--- src/pkg/asfbl_cfg.svh ---
`ifndef ASFBL_CFG_SVH
`define ASFBL_CFG_SVH

// register indices; byte address is four times the index
`define ASFBL_IDX_DIV 8'hC0
`define ASFBL_IDX_CTRL 8'hC2
`define ASFBL_IDX_ENA 8'hC3
`define ASFBL_IDX_STAT 8'hC4
`define ASFBL_IDX_DATA 8'hC7
`define ASFBL_IDX_PORT 8'hC8

`define ASFBL_CTRL_RESET 8'h00
`define ASFBL_DIV_RESET 16'h0000
`define ASFBL_PORT_RESET 4'h0

// frame_loop_control fields
`define ASFBL_LOOP_SELECT 7
`define ASFBL_WIRED_OR_SELECT 6
`define ASFBL_RX_FEEDBACK_SELECT 5
`define ASFBL_NINE_BITS 4
`define ASFBL_PARITY_EN 1
`define ASFBL_PARITY_ODD 0

// enable_control_reg fields
`define ASFBL_TX_ENABLE 3
`define ASFBL_RX_ENABLE 2
`define ASFBL_SEND_BREAK 0

// port register fields
`define ASFBL_PORT_DIR_LO 2
`define ASFBL_PORT_PIN_LO 8

// status register fields
`define ASFBL_ST_TX_READY 0
`define ASFBL_ST_TX_IDLE 1
`define ASFBL_ST_RX_FULL 2
`define ASFBL_ST_OVERRUN 3
`define ASFBL_ST_FRAME_ERR 4
`define ASFBL_ST_PARITY_ERR 5
`define ASFBL_ST_BREAK 6
`define ASFBL_ST_RX_ACTIVE 7

// oversampling: sixteen baud ticks per bit, start verified at tick 8
`define ASFBL_TICK_LAST 4'hF
`define ASFBL_START_MID 4'h7
`define ASFBL_DIV_BITS 13

`endif

--- src/pkg/asfbl_pkg.sv ---
package asfbl_pkg;

    typedef enum logic {
        ASFBL_TX_IDLE,
        ASFBL_TX_SHIFT
    } asfbl_tx_state_t;

    typedef enum logic [1:0] {
        ASFBL_RX_IDLE,
        ASFBL_RX_START,
        ASFBL_RX_DATA,
        ASFBL_RX_STOP
    } asfbl_rx_state_t;

    // serial pin drive; oe_n low while the pin is driven
    typedef struct packed {
        logic txd_out;
        logic txd_oe_n;
        logic rxd_out;
        logic rxd_oe_n;
    } asfbl_pins_t;

    typedef struct packed {
        logic [7:0] ctrl;
        logic tx_enable;
        logic rx_enable;
        logic send_break;
        logic [15:0] div;
        logic [7:0] div_hi_stage;
        logic [3:0] port;
        logic baud_armed;
        logic [12:0] baud_cnt;
        logic [1:0] txd_sync;
        logic [1:0] rxd_sync;
        asfbl_tx_state_t tx_state;
        logic [3:0] tx_sub;
        logic [3:0] tx_left;
        logic [10:0] tx_sr;
        logic [8:0] tx_hold;
        logic tx_ready;
        logic tx_line;
        asfbl_rx_state_t rx_state;
        logic [3:0] rx_sub;
        logic [3:0] rx_idx;
        logic [8:0] rx_sr;
        logic rx_prev;
        logic [8:0] rx_data;
        logic rx_full;
        logic overrun;
        logic frame_err;
        logic parity_err;
        logic break_det;
        logic [31:0] prdata;
        logic pslverr;
    } asfbl_state_t;

endpackage

--- src/hw/asfbl_uart.sv ---
// Behaviour
// RL1 - line rests high while idle, before any character is sent or received
// RL2 - every character opens with one start bit at logic zero
// RL3 - data bits travel least significant bit first
// RL4 - one stop bit at logic one closes each frame
// RL5 - break is zero for a whole frame or more, sent and recognised
// RL6 - hardware parity generated on transmit, checked and flagged on receive
// RL7 - control bit 4 selects eight or nine data bits; one may be parity
// RL8 - bit timing comes from a 13-bit modulus counter on the peripheral clock
// RL9 - bit rate equals clock over sixteen times the 13-bit divisor
// RL10 - divisor high and low bytes form one value; low write commits
// RL11 - divisor bits always writable; top three bits only in special mode
// RL12 - rate generator off until first enable after reset, and when divisor is zero
// RL13 - loop select detaches receiver from receive pin; source bit picks input
// RL14 - loop source 0 feeds receiver from transmitter, 1 from transmit pin
// RL15 - software enables transmitter and receiver before loop or single wire use
// RL16 - in loop mode with transmit pin direction set, pin carries transmit waveform
// RL17 - loop, direction clear: pin high for source 0, floating for source 1
// RL18 - single wire with pin output returns transmitted signal to receiver
// RL19 - wired-or select makes output pins drive low only, also as general purpose
// RL20 - transmit enable activates transmitter and owns pin; receive enable activates receiver
`timescale 1ns/100ps
`include "asfbl_cfg.svh"

module asfbl_uart (
    input wire logic pclk,
    input wire logic presetn,
    input wire logic psel,
    input wire logic penable,
    input wire logic pwrite,
    input wire logic [11:0] paddr,
    input wire logic [31:0] pwdata,
    input wire logic [3:0] pstrb,
    output logic [31:0] prdata,
    output logic pready,
    output logic pslverr,
    input wire logic special_mode,
    input wire logic txd_in,
    input wire logic rxd_in,
    output asfbl_pkg::asfbl_pins_t pins
);
    import asfbl_pkg::*;

    asfbl_state_t s;
    asfbl_state_t n;

    logic loop_sel;
    logic wired_or;
    logic fb_sel;
    logic nine;
    logic par_en;
    logic par_odd;
    logic tick;
    logic rx_src;
    logic tx_drive;
    logic tx_val;
    logic rx_drive;
    logic setup;
    logic access;
    logic [3:0] frame_bits;
    logic [31:0] rd_word;
    logic rd_hit;

    function automatic logic asfbl_hit(input logic [11:0] addr, input logic [7:0] idx);
        return addr == {2'b00, idx, 2'b00};
    endfunction

    // mask covering the data field of a character, parity bit included
    function automatic logic [8:0] asfbl_mask(input logic nine_bits);
        return nine_bits ? 9'h1FF : 9'h0FF;
    endfunction

    function automatic logic [10:0] asfbl_frame(input logic [8:0] d, input logic nine_bits,
            input logic pe, input logic odd);
        logic [8:0] bits;
        logic [10:0] f;
        bits = d & asfbl_mask(nine_bits);
        f = 11'h7FF;
        if (pe) begin
            // RL6 RL7
            bits[nine_bits ? 8 : 7] = (^(bits & (asfbl_mask(nine_bits) >> 1))) ^ odd;
        end
        // RL2 RL3 RL4
        f[0] = 1'b0;
        for (int i = 0; i < 9; i++) begin
            if (i < (nine_bits ? 9 : 8)) begin
                f[i + 1] = bits[i];
            end
        end
        return f;
    endfunction

    assign loop_sel = s.ctrl[`ASFBL_LOOP_SELECT];
    assign wired_or = s.ctrl[`ASFBL_WIRED_OR_SELECT];
    assign fb_sel = s.ctrl[`ASFBL_RX_FEEDBACK_SELECT];
    assign nine = s.ctrl[`ASFBL_NINE_BITS];
    assign par_en = s.ctrl[`ASFBL_PARITY_EN];
    assign par_odd = s.ctrl[`ASFBL_PARITY_ODD];
    assign frame_bits = nine ? 4'd9 : 4'd8;
    assign setup = psel && !penable;
    assign access = psel && penable;

    // RL8 RL9 RL12
    assign tick = s.baud_armed && (s.div[12:0] != 13'h0000)
        && (s.baud_cnt == s.div[12:0] - 13'h0001);

    // receiver input: pin in normal mode, internal or transmit pin when looped
    always_comb begin
        if (!loop_sel) begin
            rx_src = s.rxd_sync[1];
        end else if (!fb_sel) begin
            rx_src = s.tx_line; // RL13 RL14
        end else begin
            rx_src = s.txd_sync[1]; // RL14 RL18
        end
    end

    // transmit and receive pin drive
    always_comb begin
        tx_drive = 1'b0;
        tx_val = 1'b1;
        if (!loop_sel) begin
            if (s.tx_enable) begin
                tx_drive = 1'b1; // RL20
                tx_val = s.tx_line;
            end else begin
                tx_drive = s.port[`ASFBL_PORT_DIR_LO + 1];
                tx_val = s.port[1];
            end
        end else if (s.port[`ASFBL_PORT_DIR_LO + 1]) begin
            tx_drive = 1'b1; // RL16
            tx_val = s.tx_line;
        end else if (!fb_sel) begin
            tx_drive = 1'b1; // RL17
            tx_val = 1'b1;
        end
        // receive pin is free for general use when looped or receiver is off
        rx_drive = s.port[`ASFBL_PORT_DIR_LO] && (loop_sel || !s.rx_enable); // RL13
    end

    // open drain drives only low; the pull-up belongs to the board
    always_comb begin
        if (wired_or) begin
            pins.txd_out = 1'b0; // RL19
            pins.txd_oe_n = !(tx_drive && !tx_val);
            pins.rxd_out = 1'b0;
            pins.rxd_oe_n = !(rx_drive && !s.port[0]);
        end else begin
            pins.txd_out = tx_val;
            pins.txd_oe_n = !tx_drive;
            pins.rxd_out = s.port[0];
            pins.rxd_oe_n = !rx_drive;
        end
    end

    always_comb begin
        rd_hit = 1'b1;
        rd_word = 32'h0000_0000;
        if (asfbl_hit(paddr, `ASFBL_IDX_DIV)) begin
            rd_word[15:0] = s.div;
        end else if (asfbl_hit(paddr, `ASFBL_IDX_CTRL)) begin
            rd_word[7:0] = s.ctrl;
        end else if (asfbl_hit(paddr, `ASFBL_IDX_ENA)) begin
            rd_word[`ASFBL_TX_ENABLE] = s.tx_enable;
            rd_word[`ASFBL_RX_ENABLE] = s.rx_enable;
            rd_word[`ASFBL_SEND_BREAK] = s.send_break;
        end else if (asfbl_hit(paddr, `ASFBL_IDX_STAT)) begin
            rd_word[`ASFBL_ST_TX_READY] = s.tx_ready;
            rd_word[`ASFBL_ST_TX_IDLE] = (s.tx_state == ASFBL_TX_IDLE) && s.tx_ready;
            rd_word[`ASFBL_ST_RX_FULL] = s.rx_full;
            rd_word[`ASFBL_ST_OVERRUN] = s.overrun;
            rd_word[`ASFBL_ST_FRAME_ERR] = s.frame_err;
            rd_word[`ASFBL_ST_PARITY_ERR] = s.parity_err;
            rd_word[`ASFBL_ST_BREAK] = s.break_det;
            rd_word[`ASFBL_ST_RX_ACTIVE] = s.rx_state != ASFBL_RX_IDLE;
        end else if (asfbl_hit(paddr, `ASFBL_IDX_DATA)) begin
            rd_word[8:0] = s.rx_data;
        end else if (asfbl_hit(paddr, `ASFBL_IDX_PORT)) begin
            rd_word[3:0] = s.port;
            rd_word[`ASFBL_PORT_PIN_LO] = s.rxd_sync[1];
            rd_word[`ASFBL_PORT_PIN_LO + 1] = s.txd_sync[1];
        end else begin
            rd_hit = 1'b0;
        end
    end

    always_comb begin
        n = s;

        n.txd_sync = {s.txd_sync[0], txd_in};
        n.rxd_sync = {s.rxd_sync[0], rxd_in};

        // bus: read data and error are captured in the setup cycle
        if (setup) begin
            n.prdata = pwrite ? 32'h0000_0000 : rd_word;
            n.pslverr = !rd_hit;
        end

        // rate generator; sticky arm after first enable
        if (s.tx_enable || s.rx_enable) begin
            n.baud_armed = 1'b1; // RL12
        end
        if (!s.baud_armed || s.div[12:0] == 13'h0000 || tick) begin
            n.baud_cnt = 13'h0000; // RL8
        end else begin
            n.baud_cnt = s.baud_cnt + 13'h0001;
        end

        // transmitter
        if (!s.tx_enable) begin
            n.tx_state = ASFBL_TX_IDLE;
            n.tx_sub = 4'h0;
        end else if (tick) begin
            unique case (s.tx_state)
                ASFBL_TX_IDLE: begin
                    n.tx_sub = 4'h0;
                    n.tx_left = frame_bits + 4'd2;
                    if (s.send_break) begin
                        n.tx_sr = 11'h000; // RL5
                        n.tx_state = ASFBL_TX_SHIFT;
                    end else if (!s.tx_ready) begin
                        n.tx_sr = asfbl_frame(s.tx_hold, nine, par_en, par_odd); // RL6
                        n.tx_ready = 1'b1;
                        n.tx_state = ASFBL_TX_SHIFT;
                    end
                end
                ASFBL_TX_SHIFT: begin
                    n.tx_sub = s.tx_sub + 4'h1;
                    if (s.tx_sub == `ASFBL_TICK_LAST) begin
                        n.tx_sr = {1'b1, s.tx_sr[10:1]}; // RL3
                        n.tx_left = s.tx_left - 4'h1;
                        if (s.tx_left == 4'h1) begin
                            n.tx_state = ASFBL_TX_IDLE;
                        end
                    end
                end
            endcase
        end

        // receiver: sixteen ticks per bit, middle sample of each bit
        if (tick) begin
            n.rx_prev = rx_src;
        end
        if (!s.rx_enable) begin
            n.rx_state = ASFBL_RX_IDLE;
        end else if (tick) begin
            unique case (s.rx_state)
                ASFBL_RX_IDLE: begin
                    // needs a high before the low so a held break is taken once
                    if (s.rx_prev && !rx_src) begin
                        n.rx_state = ASFBL_RX_START; // RL1 RL2
                        n.rx_sub = 4'h0;
                    end
                end
                ASFBL_RX_START: begin
                    n.rx_sub = s.rx_sub + 4'h1;
                    if (s.rx_sub == `ASFBL_START_MID) begin
                        // a start bit gone high by mid-bit is a glitch
                        n.rx_state = rx_src ? ASFBL_RX_IDLE : ASFBL_RX_DATA; // RL2
                        n.rx_sub = 4'h0;
                        n.rx_idx = 4'h0;
                        n.rx_sr = 9'h000;
                    end
                end
                ASFBL_RX_DATA: begin
                    n.rx_sub = s.rx_sub + 4'h1;
                    if (s.rx_sub == `ASFBL_TICK_LAST) begin
                        n.rx_sr[s.rx_idx] = rx_src; // RL3
                        n.rx_idx = s.rx_idx + 4'h1;
                        if (s.rx_idx == frame_bits - 4'h1) begin
                            n.rx_state = ASFBL_RX_STOP; // RL7
                        end
                    end
                end
                ASFBL_RX_STOP: begin
                    n.rx_sub = s.rx_sub + 4'h1;
                    if (s.rx_sub == `ASFBL_TICK_LAST) begin
                        n.rx_state = ASFBL_RX_IDLE;
                    end
                end
            endcase
        end

        // register writes and side effects of reads
        if (access && pwrite) begin
            if (asfbl_hit(paddr, `ASFBL_IDX_DIV)) begin
                if (pstrb[1]) begin
                    n.div_hi_stage[4:0] = pwdata[12:8]; // RL11
                    if (special_mode) begin
                        n.div_hi_stage[7:5] = pwdata[15:13]; // RL11
                    end
                end
                if (pstrb[0]) begin
                    n.div = {n.div_hi_stage, pwdata[7:0]}; // RL10
                end
            end
            if (asfbl_hit(paddr, `ASFBL_IDX_CTRL) && pstrb[0]) begin
                n.ctrl = pwdata[7:0];
            end
            if (asfbl_hit(paddr, `ASFBL_IDX_ENA) && pstrb[0]) begin
                n.tx_enable = pwdata[`ASFBL_TX_ENABLE]; // RL20
                n.rx_enable = pwdata[`ASFBL_RX_ENABLE]; // RL20
                n.send_break = pwdata[`ASFBL_SEND_BREAK];
            end
            if (asfbl_hit(paddr, `ASFBL_IDX_DATA) && pstrb[0]) begin
                n.tx_hold = {pstrb[1] ? pwdata[8] : s.tx_hold[8], pwdata[7:0]};
                n.tx_ready = 1'b0;
            end
            if (asfbl_hit(paddr, `ASFBL_IDX_PORT) && pstrb[0]) begin
                n.port = pwdata[3:0];
            end
        end
        if (access && !pwrite && asfbl_hit(paddr, `ASFBL_IDX_DATA)) begin
            n.rx_full = 1'b0;
            n.overrun = 1'b0;
            n.frame_err = 1'b0;
            n.parity_err = 1'b0;
            n.break_det = 1'b0;
        end

        // character completion comes after the clear so a new event is kept
        if (s.rx_enable && tick && s.rx_state == ASFBL_RX_STOP
                && s.rx_sub == `ASFBL_TICK_LAST) begin
            if (s.rx_full) begin
                n.overrun = 1'b1;
            end else begin
                n.rx_full = 1'b1;
                n.rx_data = s.rx_sr;
                n.frame_err = !rx_src; // RL4
                n.break_det = !rx_src && (s.rx_sr == 9'h000); // RL5
                n.parity_err = par_en
                    && ((^(s.rx_sr & asfbl_mask(nine))) != par_odd); // RL6
            end
        end

        // RL1
        n.tx_line = (n.tx_state == ASFBL_TX_SHIFT) ? n.tx_sr[0] : 1'b1;
    end

    always_ff @(posedge pclk or negedge presetn) begin
        if (!presetn) begin
            s <= '0;
            s.ctrl <= `ASFBL_CTRL_RESET;
            s.div <= `ASFBL_DIV_RESET;
            s.port <= `ASFBL_PORT_RESET;
            s.txd_sync <= 2'b11;
            s.rxd_sync <= 2'b11;
            s.tx_ready <= 1'b1;
            s.tx_line <= 1'b1;
            s.rx_prev <= 1'b1;
            s.tx_state <= ASFBL_TX_IDLE;
            s.rx_state <= ASFBL_RX_IDLE;
        end else begin
            s <= n;
        end
    end

    assign prdata = s.prdata;
    assign pslverr = s.pslverr;
    assign pready = 1'b1;

endmodule

--- config.mk ---
export PLATFORM = sky130hd
export DESIGN_NAME = asfbl_uart
export DESIGN_NICKNAME = d
export VERILOG_FILES = /design/src/pkg/asfbl_pkg.sv /design/src/hw/asfbl_uart.sv
export VERILOG_INCLUDE_DIRS = /design/src /design/src/pkg
export SDC_FILE = /design/constraint.sdc
export NUM_CORES = 1
export LEC_CHECK = 0
export BUFFER_PORTS_ARGS = -buffer_cell sky130_fd_sc_hd__buf_2
export CORE_MARGIN = 2
export CORE_UTILIZATION = 45
export DETAILED_ROUTE_END_ITERATION = 6
export PLACE_DENSITY_LB_ADDON = 0.1
export SLEW_MARGIN = 30
export SYNTH_ARGS = -nofsm -noshare
export SYNTH_HDL_FRONTEND = slang
export SYNTH_SLANG_ARGS = --single-unit
--- constraint.sdc ---
create_clock -name pclk -period 3.1 [get_ports pclk]
set_input_delay 0.62 -clock pclk [delete_from_list [all_inputs] [get_ports pclk]]
set_output_delay 0.62 -clock pclk [all_outputs]
set_load 0.005 [all_outputs]
==> results of run 1 <==
[where the power goes]
group,total [mW],leakage (nW),internal (mW),switching (mW)
clock,2.08,0.284,1.29,0.799
combinational,0.123,1.96,0.0358,0.0869
sequential,1.83,1.87,1.82,0.00399
total,4.03,4.12,3.14,0.890
[cells by family after synthesis]
family,Yosys count
adders and majority gates,15
and+or+nand+nor,275
xor gates and xnor gates,38
AOI/OAI and AO/OA,161
muxes,55
DFF,139
other,2
buffers and inverters,105
[what timing repair did]
item / CTS / global route
gates resized for setup: 0 / 1
hold buffers: 0 / 0
endpoints found under the setup margin: 0 / 1
[routing by layer]
| metal | global-route usage, % | up-vias | part of all wire, % |
|---|---|---|---|
| met2 | 34.6 | 165 | 48 |
| met1 | 28.7 | 2981 | 45 |
| met5 | 0 | - | 0 |
| met4 | 8.48 | 0 | 2.7 |
| met3 | 3.90 | 38 | 4.2 |
| li1 | - | 2853 | - |
[metrics by stage]
| stage | worst slack (ps) | cell area (um^2) | hold slack, ps | cells |
|---|---|---|---|---|
| finish | 143 | 8720 | 189 | 1068 |
| floorplan | 161 | 7720 | 324 | 805 |
| CTS | 118 | 8710 | 218 | 1068 |
| global placement | 259 | 8100 | 346 | 1036 |
| detailed placement | 154 | 8100 | 348 | 1036 |
| global route | 11.8 | 8720 | 234 | 1068 |
[critical path: stages, from the launching register on]
cell      delay (ps)
dfrtp_1          380
or4_1            680
nor4_1           340
a21oi_1          190
a211oi_4         420
buf_4            190
nand3_2          150
buf_4            230
o21ai_0          140
o21ai_0          110
[area by class of cell]
cell class,count,area (um^2),area share (%)
clock inverters,14,173,1.98
clock buffers,18,439,5.04
flip-flops and latches,139,3490,40.0
inverters,27,101,1.16
multi-input cells,561,3700,42.5
repair buffers,89,542,6.21
well taps,220,275,3.16
[cells in the final DEF (no fill, tap or decap), drive strengths merged, types with 15 or more instances in the layout]
master and instances:
ha 15, mux2i 15, nand4 17, conb 17
xnor2 23, and3 15, mux2 40, a21oi 20
o21ai 59, inv 27, o31ai 20, nor2 50
clkbuf 18, nand2 94, dfrtp 132, nand3 28
buf 89
[sequential cells by signal (all words and copies together) (netlist names)]
signal / flops
s: 115
nine: 1
prdata: 16
par_odd: 1
loop_sel: 1
n: 2
fb_sel: 1
pslverr: 1
par_en: 1
[cells in the mapped netlist, drive strengths merged (5+ instances only)]
cell    number  area [um^2]
dfrtp      132         3300
nand2       94          353
o21ai       59          295
nor2        50          188
buf         45          317
mux2        40          454
clkbuf      33          124
nand3       28          158
inv         27          101
xnor2       23          201
a21oi       20          100
o31ai       20          150
nand4       17          113
and3        15         93.8
ha          15          188
mux2i       15          150
xor2        14          123
nand2b      11         68.8
nor3        10         55.1
a22oi        9         67.6
a21o         8         60.1
nor4         8         65.1
dfstp        7          184
or3          6         37.5
or4          6         48.8
a21boi       5         37.5
a221oi       5         43.8
nor2b        5         31.3
[worst max-delay path by stage]
stage | end | cells past startpoint | startpoint
2_1_floorplan | s[120]$_DFFE_PN0P_ | 8 | paddr[7]
3_3_place_gp | s[61]$_DFFE_PN0P_ | 8 | s[129]$_DFFE_PN0P_
3_5_place_dp | s[90]$_DFFE_PN0P_ | 8 | s[129]$_DFFE_PN0P_
4_1_cts | s[90]$_DFFE_PN0P_ | 8 | s[129]$_DFFE_PN0P_
5_1_grt | s[64]$_DFFE_PN0P_ | 9 | s[131]$_DFFE_PN0P_
6_report | s[64]$_DFFE_PN0P_ | 9 | s[131]$_DFFE_PN0P_
==> run_results.csv, run 1 <==
group,metric,value,unit
clock_network,cts_setup_buffers,0,
floorplan,io_pins,94,
drt,dr.pass1.iters,5,
drt,dr.first_iter.drc_count,368,
placed_design,gp_congestion,0.870,
cells_and_area,nets,906,
drt,vias_per_cell,5.65,
setup_path,cp-start-kind,"register",
timing,rsz0062_at_grt,"no",
setup_path,cp.arrival,3250,ps
synthesis,ys_ff_latch,139,
floorplan,die-area,18100,um^2
timing,finalSetupViolations,0,
clock_network,clk_pin_slew,60,ps
grt,grt_overflow,0,
timing,period_share,95.4,%
floorplan,die_y,135,um
drt,dr_total_vias,6037,
grt,grt_usage,21.4,%
cells_and_area,finish.utilization,52.4,%
drt,avgRoutedWirePerCell,17.5,um
timing,slew_headroom,55.9,%
clock_network,cts.sinks,139,
cells_and_area,fillers,1480,
grt,grt_pass1_wl,30400,um
floorplan,die_w,135,um
power_and_ir_drop,p_per_area,463,nW/um^2
synthesis,ys_async_sr_fraction,100,%
cells_and_area,area_growth,13.7,%
synthesis,synth_simple_gate_area_share,18.5,%
synthesis,synthAdderAreaFrac,2.45,%
grt,grt_antenna_before_repair,0,
setup_path,rrSetupSlack,140,ps
power_and_ir_drop,ir_drop,0.000361,V
cells_and_area,diodes,0,
synthesis,synth_compound_area_share,14.0,%
clock_network,htree_levels,4,
timing,max_freq,338,MHz
timing,fin_worst_skew,8.07,ps
worst_hold_path,hold_path_class,"primary input to async pin",
flow_run,maxCapViolCount,0,
setup_path,rr_endpoint,"s[64]$_DFFE_PN0P_",
synthesis,ys_seq_area_share,45.5,%
clock_network,clock_path_buffers,2,
cells_and_area,drive_gt1_share,21.8,%
synthesis,syn_area_per_cell,9.71,um^2
synthesis,synth_top_family_by_area,"simple AND/OR/NAND/NOR gates",
synthesis,yosys.cell_types.count,73,
drt,wl,18700,um
setup_path,cp_max_fo,7,
setup_path,cp.required,3400,ps
clock_network,cts_tree,"yes",
power_and_ir_drop,p_leak,4.12,nW
placed_design,hpwlAfterDp,13800,um
timing,fin_crit,2960,ps
drt,drcViolationCount,0,
clock_network,cts-root-buf,"clkbuf_16",
synthesis,postSynthCellCount,790,
grt,grt_max_degree,71,
status,status,"complete, no violations",
clock_network,clk-insertion-delay-late,420,ps
synthesis,synth_edf_count,0,
timing,report.final.slew_viol_count,0,
setup_path,end_kind,"register",
placed_design,port_buffers,58,
timing,tightest_slew,661,ps
drt,ant_nets,0,
setup_path,reg2reg_from,"s[131]$_DFFE_PN0P_",
timing,final_hold_viol_count,0,
clock_network,cts_buffers,17,
floorplan,num_rows,47,
grt,grt_pass1_vias,5801,
timing,fin_setup_tns,0,ps
synthesis,synth_xor_area_share,4.52,%
synthesis,synth-main-ff-cell,"dfrtp_1",
floorplan,initial_utilization,46.1,%
setup_path,r2r_cells,9,
setup_path,crit_type,"register to register",
synthesis,synth_mux_area_share,7.88,%
synthesis,synth_area,7670,um^2
synthesis,ys_warn_count,0,
power_and_ir_drop,power,4.03,mW
floorplan,core_region_area,16600,um^2
Power figures use the tool's default switching activity.
==> inputs of run 2 (changes only) <==
--- a/config.mk
+++ b/config.mk
@@ -7,10 +7,12 @@
 export NUM_CORES = 1
 export LEC_CHECK = 0
 export BUFFER_PORTS_ARGS = -buffer_cell sky130_fd_sc_hd__buf_2
+export CAP_MARGIN = 20
 export CORE_MARGIN = 2
 export CORE_UTILIZATION = 45
 export DETAILED_ROUTE_END_ITERATION = 6
 export PLACE_DENSITY_LB_ADDON = 0.1
+export RECOVER_POWER = 50
 export SLEW_MARGIN = 30
 export SYNTH_ARGS = -nofsm -noshare
 export SYNTH_HDL_FRONTEND = slang
==> run_results.csv, run 2 (synthesis results as in run 1) <==
group,metric,value,unit
setup_path,path_buf_inv,2,
timing,max_freq,337,MHz
setup_path,rr_endpoint,"s[64]$_DFFE_PN0P_",
grt,grt_usage,21.4,%
setup_path,crit_type,"register to register",
drt,met3_wirelength,760,um
placed_design,hpwlAfterDp,13800,um
placed_design,port_buffers,58,
clock_network,cts.sinks,139,
worst_hold_path,holdPathEnd,"n[101]$_DFF_PN1_",
status,status,"finished, violations left",
power_and_ir_drop,p_leak,4.10,nW
timing,fin_hold_ws,292,ps
timing,finalSetupViolations,0,
timing,fin_worst_skew,6.97,ps
power_and_ir_drop,p_per_area,463,nW/um^2
grt,grt_pass1_wl,30400,um
drt,wl_met1,8450,um
setup_path,cp.arrival,3260,ps
setup_path,cp.required,3400,ps
power_and_ir_drop,power,4.04,mW
drt,top_layer,"met4",
setup_path,reg2reg_from,"s[131]$_DFFE_PN0P_",
setup_path,cp_cell_sequence,"or4_1 > nor4_1 > a21oi_1 > a211oi_4 > buf_4 > nand3_2 > buf_4 > o21ai_0 > o21ai_0",
cells_and_area,final_cells,1068,
floorplan,num_rows,47,
floorplan,io_pins,94,
grt,grt_overflow,0,
setup_path,rrSetupSlack,140,ps
cells_and_area,area_growth,13.5,%
drt,dr.pass1.iters,5,
worst_hold_path,hp-start,"txd_in",
clock_network,hold_buffers,0,
floorplan,die_w,135,um
placed_design,gp_congestion,0.870,
setup_path,cp-start-kind,"register",
setup_path,cp_max_fo,7,
clock_network,clk_pin_slew,60,ps
cells_and_area,layout_common_cells,"dfrtp_1, nand2_1, o21ai_0",
worst_hold_path,hold_depth,1,
timing,final_hold_viol_count,0,
clock_network,cts_tree,"yes",
setup_path,end_kind,"register",
cells_and_area,top_register,"s",
drt,wl,18700,um
clock_network,cts-root-buf,"clkbuf_16",
timing,report.final.slew_viol_count,70,
clock_network,cts_buffers,17,
setup_path,crit_family,"simple AND/OR/NAND/NOR gates",
drt,dr.first_iter.drc_count,371,
drt,ant_nets,0,
drt,vias_per_cell,5.64,
timing,fin_setup_tns,0,ps
drt,drcViolationCount,0,
status,violations,"capacitance limit, slew limit",
drt,wl_met2,9000,um
floorplan,die_y,135,um
flow_run,maxCapViolCount,1,
clock_network,htree_levels,4,
grt,grt_max_degree,71,
timing,slew_headroom,-19.4,%
cells_and_area,largest_register_ff_count,115,
setup_path,slowest_delay,680,ps
cells_and_area,fillers,1485,
placed_design,placedCellCount,1036,
cells_and_area,finish.utilization,52.3,%
clock_network,clk-insertion-delay-late,420,ps
timing,rsz0062_at_grt,"no",
setup_path,slowest_stage,"or4_1",
clock_network,clock_path_buffers,2,
worst_hold_path,hold_path_class,"primary input to register",
timing,period_share,95.6,%
drt,dr_total_vias,6025,
cells_and_area,diodes,0,
timing,fin_crit,2960,ps
cells_and_area,nets,906,
floorplan,die-area,18100,um^2
grt,grt_pass1_vias,5801,
setup_path,r2r_cells,9,
floorplan,core_region_area,16600,um^2
power_and_ir_drop,ir_drop,0.000362,V
drt,avgRoutedWirePerCell,17.5,um
timing,tightest_slew,1790,ps
grt,grt_antenna_before_repair,0,
floorplan,initial_utilization,46.1,%
cells_and_area,final_common_cell,"dfrtp_1",
cells_and_area,drive_gt1_share,21.5,%
==> run 2: cell count changes in the layout (fill, tap and decap cells not counted), sizes merged <==
cell / delta
buf: -3
clkbuf: +3
==> run 2: power breakdown <==
group / total, mW / switching (mW) / internal, mW / leakage (nW)
registers: 1.83 / 0.00388 / 1.82 / 1.87
logic: 0.121 / 0.0865 / 0.0346 / 1.95
clock network: 2.09 / 0.802 / 1.29 / 0.284
==> run 2: worst max path at each step <==
stage	end	cells past startpoint	from	slack, ps
floorplan	s[120]$_DFFE_PN0P_	8	paddr[7]	160
global placement	s[61]$_DFFE_PN0P_	8	s[129]$_DFFE_PN0P_	260
detailed placement	s[90]$_DFFE_PN0P_	8	s[129]$_DFFE_PN0P_	150
CTS	s[90]$_DFFE_PN0P_	8	s[129]$_DFFE_PN0P_	120
global route	s[64]$_DFFE_PN0P_	9	s[131]$_DFFE_PN0P_	10
finish	s[64]$_DFFE_PN0P_	9	s[131]$_DFFE_PN0P_	140
==> run 2: area by class of cell <==
cell class	count	area (um^2)	area share (%)
Inverter	27	101	1.16
Clock inverter	14	173	1.98
Multi-Input combinational cell	561	3700	42.5
Tap cell	220	275	3.16
Timing Repair Buffer	89	529	6.08
Sequential cell	139	3490	40.0
Clock buffer	18	439	5.04
==> run 2: what timing repair did <==
item,4_1_cts,5_1_grt
setup buffers,0,0
gates resized for setup,0,1
setup endpoints to repair,0,1
==> run 2: layer usage <==
metal / vias to the layer above / track usage, %
li1: 2850 / -
met1: 2969 / 28.7
met2: 166 / 34.6
met3: 40 / 3.90
met4: 0 / 8.48
met5: - / 0
==> run 2: metrics by stage <==
stage / worst slack, ps / area [um^2]
finish: 136 / 8710
global route: 11.8 / 8710
CTS: 118 / 8710
detailed placement: 154 / 8100
global placement: 259 / 8100
floorplan: 161 / 7720
==> run 2: worst reg2reg max path: stages, from the launching register on <==
cell and delay, ps:
dfrtp_1 380, or4_1 680, nor4_1 340, a21oi_1 190, a211oi_4 420, buf_4 190
nand3_2 160, buf_4 230, o21ai_0 140, o21ai_0 110
==> inputs of run 3 (changes only) <==
--- a/config.mk
+++ b/config.mk
@@ -11,7 +11,8 @@
 export CORE_MARGIN = 2
 export CORE_UTILIZATION = 45
 export DETAILED_ROUTE_END_ITERATION = 6
-export PLACE_DENSITY_LB_ADDON = 0.1
+export GPL_TIMING_DRIVEN = 0
+export PLACE_DENSITY_LB_ADDON = 0.15
 export RECOVER_POWER = 50
 export SLEW_MARGIN = 30
 export SYNTH_ARGS = -nofsm -noshare
==> run_results.csv, run 3 (synthesis results as in run 1) <==
group,metric,value,unit
cells_and_area,fin_area,9110,um^2
grt,grt_pass1_wl,31300,um
placed_design,hpwlAfterDp,14300,um
cells_and_area,drive_gt1_share,23.5,%
setup_path,slowest_stage,"or4_1",
floorplan,die_w,135,um
timing,period_share,97.2,%
floorplan,io_pins,94,
power_and_ir_drop,p_leak,4.31,nW
placed_design,placedCellCount,1081,
grt,grt_overflow,0,
timing,report.final.slew_viol_count,83,
placed_design,dpl_cell_area,8320,um^2
setup_path,slowest_delay,520,ps
status,violations,"capacitance limit, slew limit",
timing,tightest_slew,2110,ps
setup_path,end_kind,"register",
drt,avgRoutedWirePerCell,17.4,um
timing,fin_hold_ws,290,ps
power_and_ir_drop,p_per_area,445,nW/um^2
grt,grt_usage,22.0,%
setup_path,crit_family,"simple AND/OR/NAND/NOR gates",
floorplan,core_region_area,16600,um^2
setup_path,cp.arrival,3310,ps
drt,ant_nets,0,
setup_path,crit_type,"register to register",
clock_network,clock_path_buffers,2,
cells_and_area,area_growth,18.7,%
cells_and_area,diodes,0,
cells_and_area,layout_common_cells,"dfrtp_1, nand2_1, o21ai_0",
timing,slew_headroom,-40.8,%
setup_path,cp-start-kind,"register",
setup_path,cp_cell_sequence,"buf_2 > or4_1 > buf_4 > o31ai_2 > o2111ai_2 > nor4_4 > buf_6 > and3_1 > buf_6 > nand3_4 > mux2_4",
cells_and_area,largest_register_ff_count,115,
drt,wl_met2,9390,um
cells_and_area,nets,956,
drt,dr.first_iter.drc_count,400,
clock_network,cts.sinks,139,
grt,grt_max_degree,84,
timing,finalSetupViolations,0,
cells_and_area,regArea,3490,um^2
timing,fin_worst_skew,8.11,ps
setup_path,cpMostUsedCell,"buf_6",
clock_network,cts_tree,"yes",
drt,drcViolationCount,0,
drt,dr_total_vias,6193,
clock_network,clk-insertion-delay-late,420,ps
cells_and_area,final_common_cell,"dfrtp_1",
timing,final_hold_viol_count,0,
floorplan,initial_utilization,46.1,%
floorplan,num_rows,47,
cells_and_area,finish.utilization,54.7,%
timing,max_freq,332,MHz
flow_run,maxCapViolCount,1,
placed_design,port_buffers,55,
setup_path,path_buf_inv,4,
floorplan,die-area,18100,um^2
cells_and_area,multiInputGateArea,3810,um^2
cells_and_area,top_register,"s",
setup_path,cp.required,3400,ps
drt,wl_met1,8880,um
power_and_ir_drop,ir_drop,0.000395,V
drt,dr.pass1.iters,5,
clock_network,cts_buffers,17,
drt,top_layer,"met4",
power_and_ir_drop,power,4.05,mW
worst_hold_path,hold_path_class,"primary input to register",
drt,wl,19400,um
clock_network,cts-root-buf,"clkbuf_16",
drt,met3_wirelength,779,um
floorplan,die_y,135,um
status,status,"finished, violations left",
grt,grt_pass1_vias,6090,
timing,fin_crit,3010,ps
setup_path,cp_max_fo,10,
drt,vias_per_cell,5.54,
clock_network,clk_pin_slew,60,ps
grt,grt_antenna_before_repair,0,
placed_design,gp_congestion,0.871,
cells_and_area,final_cells,1118,
cells_and_area,fillers,1500,
clock_network,htree_levels,4,
run 3: cell count changes in the layout (fill, tap and decap cells not counted), moves of 4 or more:
cell        change
buf_6           +5
clkbuf_4        +4
clkinvlp_4      -5
clkinv_4        -4
clkbuf_1       +31
buf_4           +9
run 3: layer usage:
metal / up-vias / GRT usage [%]
met2: 146 / 36.1
met4: 0 / 7.60
li1: 2956 / -
met5: - / 0
met3: 27 / 4.88
met1: 3064 / 28.8
run 3: worst paths after layout:
| kind | from | to | slack [ps] | cells past startpoint |
|---|---|---|---|---|
| hold / removal | rxd_in | n[99]$_DFF_PN1_ | 290 | 1 |
| hold reg to reg | n[101]$_DFF_PN1_ | s[101]$_DFF_PN1_ | 360 | 0 |
| setup / recovery | s[131]$_DFFE_PN0P_ | s[61]$_DFFE_PN0P_ | 90 | 11 |
| setup reg to reg | s[131]$_DFFE_PN0P_ | s[61]$_DFFE_PN0P_ | 90 | 11 |
| min in group asynchronous | presetn | s[126]$_DFFE_PN0P_ | 820 | 1 |
| max in group asynchronous | presetn | s[73]$_DFFE_PN0P_ | 1040 | 1 |
run 3: worst register-to-register path, cell delays in order, from the launching register on:
cell	delay [ps]
dfrtp_1	350
buf_2	180
or4_1	520
buf_4	190
o31ai_2	250
o2111ai_2	170
nor4_4	310
buf_6	190
and3_1	190
buf_6	140
nand3_4	100
mux2_4	310
run 3: power by group:
group / internal [mW] / total [mW] / switching (mW)
Combinational: 0.0467 / 0.137 / 0.0900
Sequential: 1.82 / 1.83 / 0.00380
Clock: 1.34 / 2.09 / 0.746
run 3: cell type report:
class,count,share of cell area [%]
Sequential cell,139,38.3
Multi-Input combinational cell,561,41.8
Clock buffer,24,5.40
Tap cell,220,3.02
Timing Repair Buffer,64,4.14
Inverter,27,1.11
Clock inverter,8,1.26
Buffer,75,4.96
run 3: timing repair:
| action | 4_1_cts | 5_1_grt |
|---|---|---|
| hold buffers | 0 | 0 |
| hold endpoints to repair | 0 | 0 |
| pin swaps | 2 | 5 |
| gates resized for setup | 2 | 30 |
| setup buffers | 3 | 5 |
| endpoints found under the setup margin | 59 | 49 |
run 3: through the flow:
stage,setup TNS (ps),setup WS [ps]
floorplan,0,161
global placement,-84190,-656
detailed placement,-10790,-369
CTS,0,34.0
global route,-72.5,-23.5
finish,0,88.3
